===== config.mk =====
export PLATFORM = sky130hd
export DESIGN_NAME = asirc_top
export DESIGN_NICKNAME = d
export VERILOG_FILES = /design/src/asirc_rate_rom.v /design/src/asirc_top.v
export VERILOG_INCLUDE_DIRS = /design/src
export SDC_FILE = /design/constraint.sdc
export NUM_CORES = 2
export LEC_CHECK = 0
export ABC_AREA = 1
export BUFFER_PORTS_ARGS = -buffer_cell sky130_fd_sc_hd__buf_2
export CAP_MARGIN = 15
export CORE_UTILIZATION = 45
export CTS_CLUSTER_DIAMETER = 150
export DETAILED_ROUTE_END_ITERATION = 10
export GPL_TIMING_DRIVEN = 1
export HOLD_SLACK_MARGIN = 0.12
export REMOVE_ABC_BUFFERS = 1
export SETUP_SLACK_MARGIN = 0.02
export SYNTH_ARGS = -nofsm -noshare
export SYNTH_HDL_FRONTEND = slang
export SYNTH_SLANG_ARGS = --single-unit
export TNS_END_PERCENT = 50

===== constraint.sdc =====
create_clock -name clk_i -period 10.2 [get_ports clk_i]
set_input_delay 1.02 -clock clk_i [delete_from_list [all_inputs] [get_ports clk_i]]
set_output_delay 1.02 -clock clk_i [all_outputs]
set_load 0.05 [all_outputs]

===== src/asirc_map.vh =====
// register map, field positions, reset values and timing for the rx channel 8 / rate block
`ifndef ASIRC_MAP_VH
`define ASIRC_MAP_VH
// register indices, byte address is four times the index
`define ASIRC_IDX_RX8_ROUTE 6'h2F
`define ASIRC_IDX_CLK_RATE 6'h32
`define ASIRC_IDX_STATUS 6'h3F
// rx channel 8 routing fields
`define ASIRC_RX8_SRC_HI 6
`define ASIRC_RX8_SRC_LO 5
`define ASIRC_RX8_SLOT_HI 4
`define ASIRC_RX8_SLOT_LO 0
`define ASIRC_RX8_SRC_RST 2'h0
`define ASIRC_RX8_SLOT_RST 5'h07
// source select codes
`define ASIRC_SRC_OFF 2'h0
`define ASIRC_SRC_DAC 2'h1
`define ASIRC_SRC_ADC_LOOP 2'h2
`define ASIRC_SRC_LINKED 2'h3
// clock rate config fields
`define ASIRC_RATE_HI 7
`define ASIRC_RATE_LO 2
`define ASIRC_TOL_BIT 1
`define ASIRC_CUSTOM_BIT 0
`define ASIRC_RATE_RST 6'h00
`define ASIRC_RATE_AUTO 6'h00
`define ASIRC_RATE_FIRST 6'h01
`define ASIRC_RATE_LAST 6'h28
// status fields
`define ASIRC_STAT_LOCK_BIT 6
// timing
`define ASIRC_CLK_HZ 20000000
`define ASIRC_TOL_TIGHT_PCT 1
`define ASIRC_TOL_WIDE_PCT 5
`define ASIRC_PERIOD_MAX 16'hFFFF
`endif


===== src/asirc_rate_rom.v =====
// nominal rate and allowed window table for primary port rate codes
`timescale 1ns/10ps
module asirc_rate_rom (
    input wire clk_i,
    input wire [5:0] addr_i,
    output reg [19:0] nom_o,
    output reg [19:0] lo_o,
    output reg [19:0] hi_o
);
    always @(posedge clk_i) begin
        case (addr_i)
            6'd1: begin nom_o <= 20'd768000; lo_o <= 20'd670320; hi_o <= 20'd791040; end
            6'd2: begin nom_o <= 20'd614400; lo_o <= 20'd536256; hi_o <= 20'd632832; end
            6'd3: begin nom_o <= 20'd512000; lo_o <= 20'd446880; hi_o <= 20'd527360; end
            6'd4: begin nom_o <= 20'd438857; lo_o <= 20'd383040; hi_o <= 20'd452022; end
            6'd5: begin nom_o <= 20'd384000; lo_o <= 20'd335160; hi_o <= 20'd395520; end
            6'd6: begin nom_o <= 20'd341333; lo_o <= 20'd297920; hi_o <= 20'd351573; end
            6'd7: begin nom_o <= 20'd307200; lo_o <= 20'd268128; hi_o <= 20'd316416; end
            6'd8: begin nom_o <= 20'd256000; lo_o <= 20'd223440; hi_o <= 20'd263680; end
            6'd9: begin nom_o <= 20'd219429; lo_o <= 20'd191520; hi_o <= 20'd226011; end
            6'd10: begin nom_o <= 20'd192000; lo_o <= 20'd167580; hi_o <= 20'd197760; end
            6'd11: begin nom_o <= 20'd170667; lo_o <= 20'd148960; hi_o <= 20'd175786; end
            6'd12: begin nom_o <= 20'd153600; lo_o <= 20'd134064; hi_o <= 20'd158208; end
            6'd13: begin nom_o <= 20'd128000; lo_o <= 20'd111720; hi_o <= 20'd131840; end
            6'd14: begin nom_o <= 20'd109714; lo_o <= 20'd95760; hi_o <= 20'd113005; end
            6'd15: begin nom_o <= 20'd96000; lo_o <= 20'd83790; hi_o <= 20'd98880; end
            6'd16: begin nom_o <= 20'd85333; lo_o <= 20'd74480; hi_o <= 20'd87893; end
            6'd17: begin nom_o <= 20'd76800; lo_o <= 20'd67032; hi_o <= 20'd79104; end
            6'd18: begin nom_o <= 20'd64000; lo_o <= 20'd55860; hi_o <= 20'd65920; end
            6'd19: begin nom_o <= 20'd54857; lo_o <= 20'd47880; hi_o <= 20'd56502; end
            6'd20: begin nom_o <= 20'd48000; lo_o <= 20'd41895; hi_o <= 20'd49440; end
            6'd21: begin nom_o <= 20'd42667; lo_o <= 20'd37240; hi_o <= 20'd43946; end
            6'd22: begin nom_o <= 20'd38400; lo_o <= 20'd33516; hi_o <= 20'd39552; end
            6'd23: begin nom_o <= 20'd32000; lo_o <= 20'd27930; hi_o <= 20'd32960; end
            6'd24: begin nom_o <= 20'd27429; lo_o <= 20'd23940; hi_o <= 20'd28251; end
            6'd25: begin nom_o <= 20'd24000; lo_o <= 20'd20947; hi_o <= 20'd24720; end
            6'd26: begin nom_o <= 20'd21333; lo_o <= 20'd18620; hi_o <= 20'd21973; end
            6'd27: begin nom_o <= 20'd19200; lo_o <= 20'd16758; hi_o <= 20'd19776; end
            6'd28: begin nom_o <= 20'd16000; lo_o <= 20'd13965; hi_o <= 20'd16480; end
            6'd29: begin nom_o <= 20'd13714; lo_o <= 20'd11970; hi_o <= 20'd14125; end
            6'd30: begin nom_o <= 20'd12000; lo_o <= 20'd10473; hi_o <= 20'd12360; end
            6'd31: begin nom_o <= 20'd10667; lo_o <= 20'd9310; hi_o <= 20'd10986; end
            6'd32: begin nom_o <= 20'd9600; lo_o <= 20'd8379; hi_o <= 20'd9888; end
            6'd33: begin nom_o <= 20'd8000; lo_o <= 20'd6982; hi_o <= 20'd8240; end
            6'd34: begin nom_o <= 20'd6857; lo_o <= 20'd5985; hi_o <= 20'd7062; end
            6'd35: begin nom_o <= 20'd6000; lo_o <= 20'd5236; hi_o <= 20'd6180; end
            6'd36: begin nom_o <= 20'd5333; lo_o <= 20'd4655; hi_o <= 20'd5493; end
            6'd37: begin nom_o <= 20'd4800; lo_o <= 20'd4189; hi_o <= 20'd4944; end
            6'd38: begin nom_o <= 20'd4000; lo_o <= 20'd3491; hi_o <= 20'd4120; end
            6'd39: begin nom_o <= 20'd3429; lo_o <= 20'd2992; hi_o <= 20'd3531; end
            6'd40: begin nom_o <= 20'd3000; lo_o <= 20'd2618; hi_o <= 20'd3090; end
            default: begin nom_o <= 20'h0_0000; lo_o <= 20'h0_0000; hi_o <= 20'h0_0000; end
        endcase
    end
endmodule // asirc_rate_rom


===== src/asirc_top.v =====
// rx channel 8 routing and primary port rate / clock mode registers over wishbone
`timescale 1ns/10ps
`include "asirc_map.vh"
module asirc_top #(
    parameter CLK_HZ = `ASIRC_CLK_HZ
) (
    input wire clk_i,
    input wire rst_i,
    input wire wb_cyc_i,
    input wire wb_stb_i,
    input wire wb_we_i,
    input wire [7:0] wb_adr_i,
    input wire [3:0] wb_sel_i,
    input wire [31:0] wb_dat_i,
    output reg [31:0] wb_dat_o,
    output reg wb_ack_o,
    input wire fsync_i,
    output reg rx8_enable_o,
    output reg rx8_from_dac_o,
    output reg rx8_from_adc_loop_o,
    output reg rx8_from_linked_o,
    output reg [4:0] rx8_tdm_slot_o,
    output reg [3:0] rx8_half_slot_o,
    output reg rx8_right_half_o,
    output reg [5:0] rate_code_o,
    output reg rate_locked_o,
    output reg custom_clk_o
);
    localparam S_IDLE = 2'd0;
    localparam S_WAIT = 2'd1;
    localparam S_CHK = 2'd2;
    localparam [47:0] CLK_W = CLK_HZ;
    localparam [47:0] CLK_X100 = CLK_W * 48'd100;
    localparam [47:0] TOL_TIGHT = 48'd100 + `ASIRC_TOL_TIGHT_PCT;
    localparam [47:0] TOL_TIGHT_N = 48'd100 - `ASIRC_TOL_TIGHT_PCT;
    localparam [47:0] TOL_WIDE = 48'd100 + `ASIRC_TOL_WIDE_PCT;
    localparam [47:0] TOL_WIDE_N = 48'd100 - `ASIRC_TOL_WIDE_PCT;

    reg [1:0] src_reg;
    reg [4:0] slot_reg;
    reg [5:0] rate_reg;
    reg tol_reg;
    reg custom_reg;
    reg fs_meta_reg, fs_sync_reg, fs_prev_reg;
    reg [15:0] cnt_reg;
    reg seen_edge_reg;
    reg [15:0] period_reg;
    reg [1:0] state_reg;
    reg [5:0] addr_reg;
    reg [5:0] last_reg;
    reg [5:0] det_reg;
    reg lock_reg;
    wire [19:0] rom_nom, rom_lo, rom_hi;
    wire fs_rise;
    wire [47:0] p_w;
    wire [47:0] p_nom;
    wire [47:0] tol_hi, tol_lo;
    wire hit_fixed, hit_auto, hit;
    wire acc;
    wire [5:0] idx;
    wire auto_mode;
    wire rate_ok;
    wire [3:0] src_hot;

    function [3:0] src_onehot;
        input [1:0] s;
        begin
            case (s)
                `ASIRC_SRC_DAC: src_onehot = 4'h2;
                `ASIRC_SRC_ADC_LOOP: src_onehot = 4'h4;
                `ASIRC_SRC_LINKED: src_onehot = 4'h8;
                default: src_onehot = 4'h1;
            endcase
        end
    endfunction

    asirc_rate_rom u_rom (
        .clk_i(clk_i),
        .addr_i(addr_reg),
        .nom_o(rom_nom),
        .lo_o(rom_lo),
        .hi_o(rom_hi)
    );

    assign acc = wb_cyc_i & wb_stb_i & ~wb_ack_o;
    assign idx = wb_adr_i[7:2];
    assign auto_mode = (rate_reg == `ASIRC_RATE_AUTO);
    assign rate_ok = auto_mode | (rate_reg <= `ASIRC_RATE_LAST);
    assign fs_rise = fs_sync_reg & ~fs_prev_reg;
    assign p_w = {32'h0000_0000, period_reg};
    assign p_nom = p_w * {28'h000_0000, rom_nom};
    assign tol_hi = tol_reg ? TOL_WIDE : TOL_TIGHT;
    assign tol_lo = tol_reg ? TOL_WIDE_N : TOL_TIGHT_N;
    // f in [lo,hi] is period*lo <= clk <= period*hi
    assign hit_fixed = (p_w * {28'h000_0000, rom_lo} <= CLK_W)
        && (p_w * {28'h000_0000, rom_hi} >= CLK_W);
    assign hit_auto = (p_nom * tol_lo <= CLK_X100) && (p_nom * tol_hi >= CLK_X100);
    assign hit = auto_mode ? hit_auto : hit_fixed;
    assign src_hot = src_onehot(src_reg);

    // wishbone slave, one wait state
    always @(posedge clk_i) begin
        if (rst_i) begin
            wb_ack_o <= 1'b0;
            wb_dat_o <= 32'h0000_0000;
            src_reg <= `ASIRC_RX8_SRC_RST;
            slot_reg <= `ASIRC_RX8_SLOT_RST;
            rate_reg <= `ASIRC_RATE_RST;
            tol_reg <= 1'b0;
            custom_reg <= 1'b0;
        end else begin
            wb_ack_o <= acc;
            if (acc && wb_we_i && wb_sel_i[0]) begin
                case (idx)
                    `ASIRC_IDX_RX8_ROUTE: begin
                        src_reg <= wb_dat_i[`ASIRC_RX8_SRC_HI:`ASIRC_RX8_SRC_LO];
                        slot_reg <= wb_dat_i[`ASIRC_RX8_SLOT_HI:`ASIRC_RX8_SLOT_LO];
                    end
                    `ASIRC_IDX_CLK_RATE: begin
                        rate_reg <= wb_dat_i[`ASIRC_RATE_HI:`ASIRC_RATE_LO];
                        tol_reg <= wb_dat_i[`ASIRC_TOL_BIT];
                        custom_reg <= wb_dat_i[`ASIRC_CUSTOM_BIT];
                    end
                    default: begin
                    end
                endcase
            end
            if (acc && !wb_we_i) begin
                case (idx)
                    `ASIRC_IDX_RX8_ROUTE: wb_dat_o <= {24'h00_0000, 1'b0, src_reg, slot_reg};
                    `ASIRC_IDX_CLK_RATE: wb_dat_o <= {24'h00_0000, rate_reg, tol_reg, custom_reg};
                    `ASIRC_IDX_STATUS: wb_dat_o <= {24'h00_0000, 1'b0, lock_reg, det_reg};
                    default: wb_dat_o <= 32'h0000_0000;
                endcase
            end else begin
                wb_dat_o <= 32'h0000_0000;
            end
        end
    end

    // frame sync period measurement
    always @(posedge clk_i) begin
        if (rst_i) begin
            fs_meta_reg <= 1'b0;
            fs_sync_reg <= 1'b0;
            fs_prev_reg <= 1'b0;
            cnt_reg <= 16'h0000;
            seen_edge_reg <= 1'b0;
            period_reg <= 16'h0000;
        end else begin
            fs_meta_reg <= fsync_i;
            fs_sync_reg <= fs_meta_reg;
            fs_prev_reg <= fs_sync_reg;
            if (fs_rise) begin
                cnt_reg <= 16'h0001;
                seen_edge_reg <= 1'b1;
                if (seen_edge_reg && state_reg == S_IDLE)
                    period_reg <= cnt_reg;
            end else if (cnt_reg != `ASIRC_PERIOD_MAX) begin
                cnt_reg <= cnt_reg + 16'h0001;
            end
        end
    end

    // rate search: codes 1 to 40 in order, stopping at the first hit, in auto mode; the programmed one otherwise
    always @(posedge clk_i) begin
        if (rst_i) begin
            state_reg <= S_IDLE;
            addr_reg <= `ASIRC_RATE_FIRST;
            last_reg <= `ASIRC_RATE_FIRST;
            det_reg <= 6'h00;
            lock_reg <= 1'b0;
        end else begin
            case (state_reg)
                S_IDLE: begin
                    if (fs_rise && seen_edge_reg) begin
                        if (!rate_ok || cnt_reg == `ASIRC_PERIOD_MAX) begin
                            lock_reg <= 1'b0;
                            det_reg <= 6'h00;
                        end else begin
                            addr_reg <= auto_mode ? `ASIRC_RATE_FIRST : rate_reg;
                            last_reg <= auto_mode ? `ASIRC_RATE_LAST : rate_reg;
                            state_reg <= S_WAIT;
                        end
                    end
                end
                S_WAIT: state_reg <= S_CHK;
                S_CHK: begin
                    if (hit) begin
                        det_reg <= addr_reg;
                        lock_reg <= 1'b1;
                        state_reg <= S_IDLE;
                    end else if (addr_reg == last_reg) begin
                        det_reg <= 6'h00;
                        lock_reg <= 1'b0;
                        state_reg <= S_IDLE;
                    end else begin
                        addr_reg <= addr_reg + 6'h01;
                        state_reg <= S_WAIT;
                    end
                end
                default: state_reg <= S_IDLE;
            endcase
        end
    end

    // registered routing and clock outputs
    always @(posedge clk_i) begin
        if (rst_i) begin
            rx8_enable_o <= 1'b0;
            rx8_from_dac_o <= 1'b0;
            rx8_from_adc_loop_o <= 1'b0;
            rx8_from_linked_o <= 1'b0;
            rx8_tdm_slot_o <= `ASIRC_RX8_SLOT_RST;
            rx8_half_slot_o <= 4'h7;
            rx8_right_half_o <= 1'b0;
            rate_code_o <= 6'h00;
            rate_locked_o <= 1'b0;
            custom_clk_o <= 1'b0;
        end else begin
            rx8_enable_o <= ~src_hot[0];
            rx8_from_dac_o <= src_hot[1];
            rx8_from_adc_loop_o <= src_hot[2];
            rx8_from_linked_o <= src_hot[3];
            rx8_tdm_slot_o <= slot_reg;
            rx8_half_slot_o <= slot_reg[3:0];
            rx8_right_half_o <= slot_reg[4];
            rate_code_o <= auto_mode ? det_reg : rate_reg;
            rate_locked_o <= lock_reg;
            custom_clk_o <= custom_reg;
        end
    end
endmodule // asirc_top


==> impl_metrics.yaml <==
run_status:
  status: "finished with violations"
  violations: "setup timing"
grt:
  grt_pass1_vias: 49601
  grt_pass1_wl_um: 271000
  grtUsageTotal_pct: 27.5
  overflow: 0
  grt_max_degree: 58
  antenna_found_initial: 1
detailed_routing:
  drt_iter0_markers: 3928
  dr.pass1.iters: 6
  avgViaCountPerCell: 5.03
  vias: 49372
  ant_nets: 0
  drc: 0
  wl_um: 169000
  wl_per_cell_um: 17.2
worst_setup_path:
  r2r-end: "addr_reg[4]$_SDFFE_PP0P_"
  worst_setup_path_start_kind: "register"
  crit_fanout: 7
  path_class: "reg -> reg"
  cp_slowest_cell: "fa_1"
  critPathTopFamily: "adder cells"
  path_buf_inv: 16
  cp-end-kind: "register"
  max_stage_delay_ns: 0.55
  crit_required_ns: 10.59
  critPathArrivalTime_ns: 10.63
  rr_worst_depth: 57
  crit_path_frequent_cell: "fa_1"
  reg2reg_from: "period_reg[2]$_SDFFE_PP0P_"
  regToRegSetupSlack_ns: -0.04
synth:
  ys_ff_latch: 156
  ys_warn_count: 0
  ys_top_cells_by_area: "fa_1, nand2_1, inv_1, ha_1, dfxtp_1"
  ys.flop_type: "dfxtp_1"
  synthesis.instances: 7797
  synth-seq-area-share_pct: 5.65
  synth_edf_count: 0
  async_flop_share_pct: 0
  syn-cell-area_sq_um: 55200
  synth_top_area_cell: "fa_1"
  syn_area_per_cell_sq_um: 7.08
  synth_top_area_share_pct: 36.6
  yosysUniqueCellTypes: 61
job:
  cap_violations: 0
timing:
  slew_violations: 0
  hold-worst-slack_ns: 0.433
  max_freq_ghz: 0.0976
  fin_ws_ns: -0.0414
  tightest_slew_ns: 1.02
  slew-limit-headroom_pct: 31.8
  finalCritPeriodShare_pct: 100
  skew_ns: 0.0186
  grt_setup_unrepaired: "yes"
  setup_viol: 10
  finalCriticalPeriod_ns: 10.24
  hold_viol: 0
worst_hold_path:
  min_to: "fs_prev_reg$_SDFF_PP0_"
  hold_class: "reg -> reg"
  worstHoldStart: "fs_sync_reg$_SDFF_PP0_"
  holdPathStages: 2
die:
  coreArea_sq_um: 122000
  io_pins: 105
  die_y_um: 352
  initial_core_util_pct: 45.4
  die_w_um: 352
  rows: 128
  die_area_sq_um: 124000
clock_network:
  clkTransAtPathRegs_ns: 0.08
  tritoncts: "done"
  cts_max_path_buffers: 2
  htreeDepth: 4
  numCtsBuffers: 17
  root_buffer: "clkbuf_16"
  cts.sinks: 156
  clk_latency_ns: 0.44
power_and_ir_drop:
  share_seq_of_total_power_pct: 22.2
  comb_power_share_pct: 55.5
  p_int_mw: 1.63
  p_leak_nw: 35.5
  total_power_mw: 2.91
  clkPwrFrac_pct: 22.3
  cellPowerDensity_nw_per_um2: 46.0
  ir_drop_mv: 0.0978
  switching_share_pct: 44.0
  p_sw_mw: 1.28
final_layout:
  diodes: 0
  drive_gt1_share_pct: 12.5
  syn_to_final_growth_pct: 14.7
  final_common_cell: "nand2_1"
  reg_top3: "u_rom.hi_o x20, u_rom.lo_o x20, u_rom.nom_o x18"
  layout_common_cells: "nand2_1, inv_1, fa_1, buf_4, ha_1"
  final_area_sq_um: 63300
  final_nets: 9766
place:
  dpl.hpwl_um: 140000
  port_buffers: 51
  dpl_cell_area_sq_um: 60600
  pre_cts_slack_ns: -0.630
  place_congestion: 1.03
worst max path at each step:
stage | startpoint | to | slack [ns] | cells past startpoint
floorplan | period_reg[1]$_SDFFE_PP0P_ | addr_reg[3]$_SDFFE_PP0P_ | -0.38 | 47
global placement | u_rom.nom_o[13]$_DFF_P_ | det_reg[0]$_SDFFE_PP0P_ | -0.49 | 52
detailed placement | u_rom.nom_o[13]$_DFF_P_ | det_reg[3]$_SDFFE_PP0P_ | -0.63 | 52
CTS | period_reg[2]$_SDFFE_PP0P_ | addr_reg[4]$_SDFFE_PP0P_ | 0.007 | 54
global route | period_reg[2]$_SDFFE_PP0P_ | addr_reg[4]$_SDFFE_PP0P_ | -0.51 | 54
finish | period_reg[2]$_SDFFE_PP0P_ | addr_reg[4]$_SDFFE_PP0P_ | -0.04 | 57
layer usage:
layer | up-vias | global-route usage, % | share of wire (%) | wire length, um
li1 | 23543 | - | - | -
met1 | 23918 | 40.8 | 47 | 79000
met2 | 1717 | 42.1 | 44 | 73700
met3 | 192 | 3.83 | 7.4 | 12500
met4 | 2 | 6.43 | 2.4 | 4100
met5 | - | 0 | 0.0047 | 8
Yosys cell counts, drive strengths merged, types with 8 or more instances:
library cell	instances
a31oi	12
inv	2064
fa	1009
nand2	2181
o221ai	15
o211ai	12
clkbuf	247
nor3	50
nand3	228
dfxtp	156
buf	52
xor2	43
o22ai	18
nor2	496
ha	520
nand3b	33
nand4	57
o31ai	8
nor4	8
a21oi	234
o21ai	231
o21a	11
o21bai	24
xnor2	36
cell families (layout without fill, tap and decap cells):
family	count (synthesis)	in the layout	share of synthesized area [%]
and+or+nand+nor	3069	3069	22.2
buffers and inverters	2368	2722	16.3
adders and majority gates	1529	1529	48.3
AOI/OAI and AO/OA	594	594	6.10
DFF	156	156	5.65
xor gates and xnor gates	79	79	1.34
other	2	51	0.0136
stage by stage:
step           cells  utilization [%]  setup TNS (ns)
2_1_floorplan   7547                -           -4.33
3_3_place_gp    9745             49.8           -6.51
3_5_place_dp    9745             49.8           -8.36
4_1_cts         9815             51.4               0
5_1_grt         9825             52.0           -6.51
6_report        9825             52.0         -0.0970
area by class of cell:
| cell class | instances | area [sq um] |
|---|---|---|
| well taps | 1625 | 2030 |
| clock buffers | 21 | 480 |
| repair buffers | 621 | 4910 |
| inverters | 2069 | 7770 |
| clock inverters | 11 | 101 |
| fillers | 12143 | 58400 |
| flip-flops and latches | 156 | 3180 |
| multi-input cells | 5322 | 44900 |
worst min-delay path, cell delays in order, from the launching register on:
cell	delay, ns
dfxtp_1	0.30
inv_1	0.06
nor2_1	0.04
timing repair:
item                                    4_1_cts  5_1_grt
buffers inserted                             39       12
pin swaps                                    96      105
hold buffers                                  0        0
gates cloned                                  0        0
resized for setup                           241      170
endpoints found under the setup margin       14       14
power groups by stage:
stage / sequential (mW) / clock [mW] / combinational, mW
after floorplan: 0.674 / 0 / 0.812
after global placement: 0.660 / 0 / 1.41
after detailed placement: 0.660 / 0 / 1.43
after CTS: 0.646 / 0.664 / 1.55
after global routing: 0.647 / 0.691 / 1.79
final: 0.646 / 0.650 / 1.62
Power figures use the tool's default switching activity.
